<file path="src/rtl/tpo_cfg.svh">
`ifndef TPO_CFG_SVH
`define TPO_CFG_SVH

// Clock period of pclk, 20 MHz
`define TPO_CLK_NS      50
// Busy pulse width per counter step
`define TPO_BUSY_NS     250
// Longest time from freeze to valid latched data
`define TPO_LATCH_NS    600
// Busy cycles, least time rounded up
`define TPO_BUSY_CYC    ((`TPO_BUSY_NS + `TPO_CLK_NS - 1) / `TPO_CLK_NS)
// Freeze settle cycles, longest time rounded down
`define TPO_LATCH_CYC   (`TPO_LATCH_NS / `TPO_CLK_NS)

// Register byte offsets
`define TPO_OFS_CTRL    8'h00
`define TPO_OFS_STATUS  8'h04
`define TPO_OFS_IRQ_EN  8'h08
`define TPO_OFS_IRQ_CLR 8'h0C
`define TPO_OFS_POS     8'h10
`define TPO_OFS_LATCH   8'h14

// Control field positions
`define TPO_CTRL_SWRES  0
`define TPO_CTRL_RES_LO 1
`define TPO_CTRL_RES_HI 2

// Status and enable bit positions
`define TPO_EV_WRAP     0
`define TPO_EV_DIRCHG   1
`define TPO_EV_LATCHOK  2
`define TPO_EV_STEP     3

// Reset values
`define TPO_CTRL_RST    3'h0
`define TPO_IRQ_EN_RST  4'h0

`endif

</file>
<file path="src/rtl/tpo_pkg.sv">
`default_nettype none

package tpo_pkg;

	// Resolution codes on the select pins or control field
	typedef enum logic [1:0] {
		TPO_RES_10 = 2'b00,
		TPO_RES_12 = 2'b01,
		TPO_RES_14 = 2'b10,
		TPO_RES_16 = 2'b11
	} tpo_res_e;

	// Whole state of the top module
	typedef struct packed {
		logic [15:0] cnt;         // Position counter
		logic [15:0] latch;       // Output latches
		logic        dir;         // Rotation sense
		logic        wrap_pend;   // Wrap seen, waits one cycle
		logic        wrap_out;    // Wrap pulse pin
		logic [15:0] pos_o;       // Bus drive value
		logic [15:0] pos_oe;      // Bus drive enables
		logic [4:0]  frz_cnt;     // Cycles since freeze
		logic        up_prev;     // Step-up history
		logic        dn_prev;     // Step-down history
		logic [2:0]  ctrl;        // Control register
		logic [3:0]  irq_en;      // Interrupt enables
		logic [3:0]  status;      // Sticky events
		logic        irq;         // Interrupt pin
		logic [31:0] prdata;      // APB read data
		logic        pready;      // APB ready
		logic        pslverr;     // APB error
	} tpo_state_s;

endpackage : tpo_pkg

`default_nettype wire

</file>
<file path="src/rtl/tpo_sync.sv">
`default_nettype none

// Two-stage synchroniser for a group of pin levels
module tpo_sync #(
	parameter int W = 1
) (
	input  wire logic         pclk,    // Clock
	input  wire logic         presetn, // Async reset, low
	input  wire logic [W-1:0] d,       // Raw pin levels
	output logic      [W-1:0] q        // Synchronised levels
);

	// First stage feeds only the second
	typedef struct packed {
		logic [W-1:0] s1; // Metastable stage
		logic [W-1:0] s2; // Safe stage
	} tpo_sync_s;

	tpo_sync_s s_reg;  // Current state
	tpo_sync_s s_next; // Next state

	////////////////////////////////////////////////////////////////
	// Next state
	always_comb
	begin
		s_next    = s_reg;
		s_next.s1 = d;
		s_next.s2 = s_reg.s1;
	end

	// State register
	always_ff @(posedge pclk or negedge presetn)
	begin
		if (!presetn)
			s_reg <= '0;
		else
			s_reg <= s_next;
	end

	assign q = s_reg.s2;

endmodule : tpo_sync

`default_nettype wire

</file>
<file path="src/rtl/tpo_busy.sv">
`default_nettype none

// Busy pulse generator, retriggered by each step
module tpo_busy #(
	parameter int CYC = 5
) (
	input  wire logic pclk,    // Clock
	input  wire logic presetn, // Async reset, low
	input  wire logic start,   // Counter stepped this cycle
	output logic      busy     // Busy pin, from flip-flop
);

	// Timer and output flop
	typedef struct packed {
		logic [7:0] cnt;  // Remaining cycles
		logic       busy; // Busy level
	} tpo_busy_s;

	tpo_busy_s s_reg;  // Current state
	tpo_busy_s s_next; // Next state

	////////////////////////////////////////////////////////////////
	// Retrigger keeps busy high through bursts of steps
	always_comb
	begin
		s_next = s_reg;
		if (start)
			s_next.cnt = 8'(CYC);
		else if (s_reg.cnt != 8'h00)
			s_next.cnt = 8'(s_reg.cnt - 8'h01);
		s_next.busy = (s_next.cnt != 8'h00);
	end

	// State register
	always_ff @(posedge pclk or negedge presetn)
	begin
		if (!presetn)
			s_reg <= '0;
		else
			s_reg <= s_next;
	end

	assign busy = s_reg.busy;

endmodule : tpo_busy

`default_nettype wire

</file>
<file path="src/rtl/tpo_top.sv">
// Overview of operation
// - Output enable high floats data lines
// - Byte select high puts MSB low
// - Freeze low stops latch updates
// - Direction input low makes lines inputs
// - Busy high while position changes
// - Rotation-sense output shows direction
// - Wrap pulse on all-ones/all-zeros crossing
// - Two selects choose 10/12/14/16 bits
// - Each step moves counter while bus is an output, no command
// - Every counter step pulses busy
// - Counter follows steps continuously while bus is an output
// - Position is natural binary per revolution
// - Sense latched, valid before wrap
// - Wrap and sense ignore freeze
// - Latched data valid within 600 ns

`include "tpo_cfg.svh"

`default_nettype none

module tpo_top (
	input  wire logic        pclk,              // APB clock, 20 MHz
	input  wire logic        presetn,           // Async reset, low
	input  wire logic        psel,              // APB select
	input  wire logic        penable,           // APB access phase
	input  wire logic        pwrite,            // APB write
	input  wire logic [7:0]  paddr,             // APB byte address
	input  wire logic [31:0] pwdata,            // APB write data
	output logic      [31:0] prdata,            // APB read data
	output logic             pready,            // APB ready
	output logic             pslverr,           // APB error
	input  wire logic        step_up,           // Loop step up pin
	input  wire logic        step_dn,           // Loop step down pin
	input  wire logic        out_enable_n,      // High floats bus
	input  wire logic        byte_select,       // High gives MSB low
	input  wire logic        latch_freeze_n,    // Low freezes latches
	input  wire logic        bus_direction,     // Low makes bus input
	input  wire logic [1:0]  resolution_select, // Resolution pins
	input  wire logic [15:0] position_bus_i,    // Bus pin levels
	output logic      [15:0] position_bus_o,    // Bus drive value
	output logic      [15:0] position_bus_oe,   // Bus drive enables
	output logic             busy,              // Busy pin
	output logic             direction,         // Rotation sense pin
	output logic             wrap_pulse_out,    // Wrap pulse pin
	output logic             irq                // Interrupt level
);

	////////////////////////////////////////////////////////////////
	// Declarations

	tpo_pkg::tpo_state_s s_reg;  // Current state
	tpo_pkg::tpo_state_s s_next; // Next state

	logic [23:0] pin_raw;   // Pins before synchroniser
	logic [23:0] pin_s;     // Pins after synchroniser
	logic        up_s;      // Step up level
	logic        dn_s;      // Step down level
	logic        oe_n_s;    // Output enable level
	logic        bsel_s;    // Byte select level
	logic        frz_n_s;   // Freeze level
	logic        bdir_s;    // Bus direction level
	logic [1:0]  res_s;     // Resolution pins
	logic [15:0] bus_in_s;  // Bus input word
	logic        step_inc;  // One count up
	logic        step_dec;  // One count down
	logic        stepped;   // Counter stepped by a loop step
	logic [1:0]  res_code;  // Resolution in use
	logic [15:0] mask;      // Valid-bit mask
	logic [15:0] cur;       // Masked counter
	logic [15:0] word;      // Masked latch value
	logic        ev_wrap;   // Wrap event
	logic        ev_dir;    // Sense reversal event
	logic        ev_latch;  // Latch settled event
	logic [3:0]  ev;        // All events
	logic        setup;     // APB setup phase
	logic        wr_acc;    // APB write takes effect
	logic        hit;       // Mapped address

	////////////////////////////////////////////////////////////////
	// Resolution decode, fixed mapping of codes to widths
	function automatic logic [15:0] res_mask(input logic [1:0] code);
		case (tpo_pkg::tpo_res_e'(code))
			tpo_pkg::TPO_RES_10: res_mask = 16'h03FF;
			tpo_pkg::TPO_RES_12: res_mask = 16'h0FFF;
			tpo_pkg::TPO_RES_14: res_mask = 16'h3FFF;
			tpo_pkg::TPO_RES_16: res_mask = 16'hFFFF;
			default:             res_mask = 16'hFFFF;
		endcase
	endfunction : res_mask

	// Address decode, used by the error path only
	function automatic logic addr_hit(input logic [7:0] a);
		case (a)
			`TPO_OFS_CTRL,
			`TPO_OFS_STATUS,
			`TPO_OFS_IRQ_EN,
			`TPO_OFS_IRQ_CLR,
			`TPO_OFS_POS,
			`TPO_OFS_LATCH: addr_hit = 1'b1;
			default:        addr_hit = 1'b0;
		endcase
	endfunction : addr_hit

	////////////////////////////////////////////////////////////////
	// Pin synchronisers; every pin is asynchronous to pclk

	assign pin_raw = {position_bus_i, resolution_select, bus_direction,
		latch_freeze_n, byte_select, out_enable_n, step_dn, step_up};

	tpo_sync #(
		.W (24)
	) u_sync (
		.pclk    (pclk),
		.presetn (presetn),
		.d       (pin_raw),
		.q       (pin_s)
	);

	assign up_s     = pin_s[0];
	assign dn_s     = pin_s[1];
	assign oe_n_s   = pin_s[2];
	assign bsel_s   = pin_s[3];
	assign frz_n_s  = pin_s[4];
	assign bdir_s   = pin_s[5];
	assign res_s    = pin_s[7:6];
	assign bus_in_s = pin_s[23:8];

	////////////////////////////////////////////////////////////////
	// Busy pulse per counter step

	tpo_busy #(
		.CYC (`TPO_BUSY_CYC)
	) u_busy (
		.pclk    (pclk),
		.presetn (presetn),
		.start   (stepped),
		.busy    (busy)
	);

	////////////////////////////////////////////////////////////////
	// Next state of the whole block
	always_comb
	begin
		s_next = s_reg;

		// Software override of the select pins
		res_code = s_reg.ctrl[`TPO_CTRL_SWRES] ?
			s_reg.ctrl[`TPO_CTRL_RES_HI:`TPO_CTRL_RES_LO] : res_s;
		mask = res_mask(res_code);
		cur  = s_reg.cnt & mask;

		// Rising edges of the step levels; both at once cancel
		step_inc = up_s & ~s_reg.up_prev & ~(dn_s & ~s_reg.dn_prev);
		step_dec = dn_s & ~s_reg.dn_prev & ~(up_s & ~s_reg.up_prev);
		s_next.up_prev = up_s;
		s_next.dn_prev = dn_s;

		// Counter tracks steps only while bus is an output
		stepped = bdir_s & (step_inc | step_dec);
		ev_wrap = 1'b0;
		ev_dir  = 1'b0;
		if (!bdir_s)
		begin
			// Bus as input presets the counter
			s_next.cnt = bus_in_s & mask;
		end
		else if (step_inc)
		begin
			// Count up, wrapping at selected width
			s_next.cnt = 16'(cur + 16'h0001) & mask;
			ev_wrap    = (cur == mask);
			ev_dir     = ~s_reg.dir;
			s_next.dir = 1'b1;
		end
		else if (step_dec)
		begin
			// Count down, wrapping at selected width
			s_next.cnt = 16'(cur - 16'h0001) & mask;
			ev_wrap    = (cur == 16'h0000);
			ev_dir     = s_reg.dir;
			s_next.dir = 1'b0;
		end
		else
		begin
			// Truncate on a resolution change
			s_next.cnt = cur;
		end

		// Wrap pin follows sense by one cycle so sense leads it
		s_next.wrap_pend = ev_wrap;
		s_next.wrap_out  = s_reg.wrap_pend;

		// Output latches; freeze stops transfers only
		ev_latch = 1'b0;
		if (frz_n_s)
		begin
			s_next.latch   = cur;
			s_next.frz_cnt = 5'h00;
		end
		else if (s_reg.frz_cnt != 5'(`TPO_LATCH_CYC))
		begin
			// Flag settling after TPO_LATCH_CYC cycles, the quoted time
			s_next.frz_cnt = 5'(s_reg.frz_cnt + 5'h01);
			ev_latch = (s_next.frz_cnt == 5'(`TPO_LATCH_CYC));
		end

		// Bus drive; unused high lines read zero
		word = s_reg.latch & mask;
		s_next.pos_o[15:8] = word[15:8];
		s_next.pos_o[7:0]  = bsel_s ? word[15:8] : word[7:0];
		s_next.pos_oe = {16{~oe_n_s & bdir_s}};

		// Sticky events; a new event beats a clear
		ev = '0;
		ev[`TPO_EV_WRAP]    = ev_wrap;
		ev[`TPO_EV_DIRCHG]  = ev_dir;
		ev[`TPO_EV_LATCHOK] = ev_latch;
		ev[`TPO_EV_STEP]    = stepped;

		// APB slave, one wait-free access phase
		setup  = psel & ~penable;
		wr_acc = psel & penable & pwrite & s_reg.pready;
		hit    = addr_hit(paddr);

		if (wr_acc & (paddr == `TPO_OFS_IRQ_CLR))
			s_next.status = s_reg.status & ~pwdata[3:0];
		s_next.status = s_next.status | ev;

		// Register writes
		if (wr_acc & (paddr == `TPO_OFS_CTRL))
			s_next.ctrl = pwdata[2:0];
		if (wr_acc & (paddr == `TPO_OFS_IRQ_EN))
			s_next.irq_en = pwdata[3:0];

		// Ready and answer formed in setup, shown in access
		s_next.pready  = setup;
		s_next.pslverr = setup & ~hit;
		if (setup & ~pwrite)
		begin
			case (paddr)
				`TPO_OFS_CTRL:   s_next.prdata = {29'h0, s_reg.ctrl};
				`TPO_OFS_STATUS: s_next.prdata = {28'h0, s_reg.status};
				`TPO_OFS_IRQ_EN: s_next.prdata = {28'h0, s_reg.irq_en};
				`TPO_OFS_POS:    s_next.prdata = {13'h0, busy, s_reg.dir,
					res_code == 2'b11, cur};
				`TPO_OFS_LATCH:  s_next.prdata = {16'h0, word};
				default:         s_next.prdata = 32'h0000_0000;
			endcase
		end
		else
		begin
			s_next.prdata = 32'h0000_0000;
		end

		// Level interrupt from enabled sticky bits
		s_next.irq = |(s_next.status & s_next.irq_en);
	end

	////////////////////////////////////////////////////////////////
	// State register; no pin reaches reset values
	always_ff @(posedge pclk or negedge presetn)
	begin
		if (!presetn)
		begin
			s_reg        <= '0;
			s_reg.dir    <= 1'b1;
			s_reg.ctrl   <= `TPO_CTRL_RST;
			s_reg.irq_en <= `TPO_IRQ_EN_RST;
		end
		else
		begin
			s_reg <= s_next;
		end
	end

	////////////////////////////////////////////////////////////////
	// Outputs, all straight from flip-flops

	assign prdata          = s_reg.prdata;
	assign pready          = s_reg.pready;
	assign pslverr         = s_reg.pslverr;
	assign position_bus_o  = s_reg.pos_o;
	assign position_bus_oe = s_reg.pos_oe;
	assign direction       = s_reg.dir;
	assign wrap_pulse_out  = s_reg.wrap_out;
	assign irq             = s_reg.irq;

endmodule : tpo_top

`default_nettype wire

</file>
<file path="config.mk">
export PLATFORM = sky130hd
export DESIGN_NAME = tpo_top
export DESIGN_NICKNAME = d
export VERILOG_FILES = /design/src/rtl/tpo_pkg.sv /design/src/rtl/tpo_sync.sv /design/src/rtl/tpo_busy.sv /design/src/rtl/tpo_top.sv
export VERILOG_INCLUDE_DIRS = /design/src /design/src/rtl
export SDC_FILE = /design/constraint.sdc
export NUM_CORES = 1
export LEC_CHECK = 0
export BUFFER_PORTS_ARGS = -buffer_cell sky130_fd_sc_hd__buf_2
export CAP_MARGIN = 20
export CORE_MARGIN = 2
export CORE_UTILIZATION = 59
export DETAILED_ROUTE_END_ITERATION = 6
export GPL_ROUTABILITY_DRIVEN = 0
export PLACE_DENSITY_LB_ADDON = 0.15
export SYNTH_ARGS = -nofsm -noshare
export SYNTH_HDL_FRONTEND = slang
export SYNTH_SLANG_ARGS = --single-unit
</file>
<file path="constraint.sdc">
create_clock -name pclk -period 4.55 [get_ports pclk]
set_clock_uncertainty 0.2 [all_clocks]
set_input_delay 0.6825 -clock pclk [delete_from_list [all_inputs] [get_ports pclk]]
set_output_delay 0.6825 -clock pclk [all_outputs]
set_load 0.02 [all_outputs]
</file>
==> results.tsv <==
metric	value	unit
Crit path largest cell delay	710	ps
internal cell power	2.447	mW
Top Family by Delay on Critical Path	simple AND/OR/NAND/NOR gates	
vias per cell	5.750	
status	finished clean	
R2R Path Start	u_sync.q[0]$_DFF_PN0_	
Setup crit end kind	register	
Worst Path Required	4660	ps
Final Hold Viols	0	
Worst R2R Path Depth	8	
Min-Delay Endpoint	u_sync.q[2]$_DFF_PN0_	
Post-CTS Hold Fix Bufs	0	
Detailed Place HPWL	9.568	mm
Pleak	3.575	nW
# DRC	0	
Die H	112.3	um
clock share of power	40.6	%
setup repair bufs after CTS	0	
Max clock buf depth	2	
Post-Place Cell Area	7048	um2
CTS Sinks	149	
CP bufs+invs	1	
layout net count	764	
Post-Syn Area	6925	um2
Area growth syn-to-layout	10.24	%
slew margin rel.	39.12	%
CTS clk-pin slew, worst paths	60	ps
final setup fails	0	
Slew @ Worst Pin	911.2	ps
die width	112.3	um
Fin Hold WS	144.1	ps
Top FF cell, synth	dfrtp_1	
fin crit period	3154	ps
Post-synth EDFFs	0	
worst-skew pair later-pin latency	420	ps
Inserted Clock Buffers	17	
initial antenna violation count	0	
synth top area cells	dfrtp_1, buf_4, mux2_2	
vias in the first global route	4638	
min-delay src	u_sync.s_next[2]$_DFF_PN0_	
mean routed wirelength per cell	16.45	um
Placed Cells	809	
Warnings, synthesis	0	
sequential area share after synthesis	53.86	%
I/O Buffers	97	
Yosys reg bits	149	
area leader, netlist	dfrtp_1	
CP Class	register to register	
I/O Pins	139	
max-cap viol count	0	
Hold/Removal Path Class	register to register	
share of the synthesized area in the top cell type	53.48	%
Finished Layout Cells	841	
Post-Route Utilization	66.86	%
Fmax achieved	0.3171	GHz
CP max-delay cell	nor2b_1	
first-pass GRT wire length	22.93	mm
worst r2r dst	s_reg[119]$_DFF_PN0_	
Root Buffer	clkbuf_16	
core footprint	11420	um2
final worst-path cycle share	69.32	%
design area	7635	um2
share of cells above drive strength 1	23.78	%
cts repair resizes	0	
Sw Pwr	910.7	uW
ys async rst share	100.0	%
hold path depth	0	
total grt overflow	0	
row cnt	39	
total track usage	23.09	%
drt first pass iters	5	
nature of the critical path startpoint	register	
ANT nets after route	0	
largest net degree at the start of global routing	102	
WL final	13.83	mm
CP cell instances	nand2b_1 -> inv_1 -> ha_1 -> nor2b_1 -> nand4_1 -> o32ai_1 -> mux2i_1 -> a31o_2	
setup TNS	0	ps
die footprint	12620	um2
maximum vdd drop	0.4738	mV
switch share	27.13	%
Unique masters post-synth	67	
DR iter-0 viols	434	
CTS tree	done	
power density over the cells	439.7	nW/um2
r2r setup slk	1400	ps
Syn Inst Count	650	
combinational share of power	13.4	%
Starting Density	60.65	%
# fillers	906	
max-slew violation count	0	
H-tree Lvls	4	
via count	4836	
RSZ-0062 raised after global routing	false	
max reg flops	50	
Avg Synthesized Cell Area	10.65	um2
Ant. Diodes	0	
worst path arrival time	3260	ps
sequential share of power	46.1	%
crit-path max FO	18	
## cells by family after synthesis
logic type,after synthesis,synth area share [%]
compound gates,114,10.89
xor+xnor,13,1.644
fa+ha+maj,10,1.807
buf+inv,125,10.57
flops,149,53.86
mux,31,5.185
other cells,1,0.05415
simple gates,207,15.99
## cell usage in the layout (no fill, tap or decap), types with 7 or more instances in the layout
master,instances
and3_1,14
buf_2,96
nor3_1,17
nand2b_1,8
o21ai_0,27
nor2_1,57
xnor2_1,8
mux2i_1,10
clkbuf_16,17
ha_1,10
conb_1,13
nand4_1,9
and2_1,7
mux2_2,19
a22oi_1,16
nand2_1,30
nand3_1,26
a21oi_1,21
inv_1,26
a31oi_1,9
dfrtp_1,148
## how the worst max path moves through the flow
stage | startpoint | to | depth (start not counted)
6_report | u_sync.q[0]$_DFF_PN0_ | s_reg[119]$_DFF_PN0_ | 8
5_1_grt | u_sync.q[0]$_DFF_PN0_ | s_reg[119]$_DFF_PN0_ | 8
4_1_cts | u_sync.q[0]$_DFF_PN0_ | s_reg[119]$_DFF_PN0_ | 8
3_5_place_dp | paddr[1] | irq$_DFF_PN0_ | 6
3_3_place_gp | paddr[1] | irq$_DFF_PN0_ | 6
2_1_floorplan | paddr[1] | irq$_DFF_PN0_ | 6
## power groups by stage
stage | registers (mW) | logic [mW] | clock network [mW]
floorplan | 1.52 | 0.371 | 0
global placement | 1.56 | 0.432 | 0
detailed placement | 1.57 | 0.449 | 0
CTS | 1.54 | 0.451 | 1.39
global route | 1.56 | 0.503 | 1.45
finish | 1.55 | 0.449 | 1.36
## cell type report
| class | count | area [um2] | share of cell area [%] |
|---|---|---|---|
| clock buffers | 21 | 460.4 | 6.031 |
| multi-input cells | 388 | 2509 | 32.86 |
| well taps | 143 | 178.9 | 2.343 |
| repair buffers | 102 | 529.3 | 6.932 |
| clock inverters | 11 | 126.4 | 1.655 |
| flip-flops and latches | 149 | 3730 | 48.85 |
| inverters | 27 | 101.3 | 1.327 |
## through the flow
step / power [mW] / worst slack, ps
2_1_floorplan: 1.895 / 1590
3_3_place_gp: 1.993 / 1404
3_5_place_dp: 2.014 / 1414
4_1_cts: 3.387 / 1522
5_1_grt: 3.515 / 1288
6_report: 3.357 / 1396
## Yosys cell counts, types with 2 or more instances
cell type	count
and3_1	14
nor2_1	57
nor2b_1	2
a22oi_1	16
ha_1	10
or3_1	4
buf_2	4
clkbuf_1	27
a221oi_1	3
a41oi_1	2
nor4_1	5
xor2_1	5
and2_1	7
nor3b_1	2
a21boi_0	2
mux2_2	19
a211oi_1	5
buf_4	64
or2_2	2
a31oi_1	9
dfrtp_1	148
mux2i_1	10
nand3_1	26
inv_1	26
nand4b_1	4
o31ai_1	2
nand2_1	30
o21ai_0	27
nand3b_1	5
mux4_2	2
o2111ai_1	2
nand4_1	9
o32ai_1	4
a22o_1	2
nor3_1	17
nand2b_1	8
a2111oi_0	2
o22ai_1	4
or3b_2	3
xnor2_1	8
a211o_1	4
a21oi_1	21
o21a_1	2
and4_1	2
## per-layer routing
| metal | vias up | part of all wire [%] | global-route usage [%] |
|---|---|---|---|
| li1 | 2273 | - | - |
| met1 | 2350 | 44 | 31.87 |
| met2 | 188 | 47 | 35.90 |
| met3 | 25 | 6.7 | 6.210 |
| met4 | 0 | 1.7 | 7.967 |
| met5 | - | 0 | 0 |
Note: power is estimated with default switching activity, not from simulation.
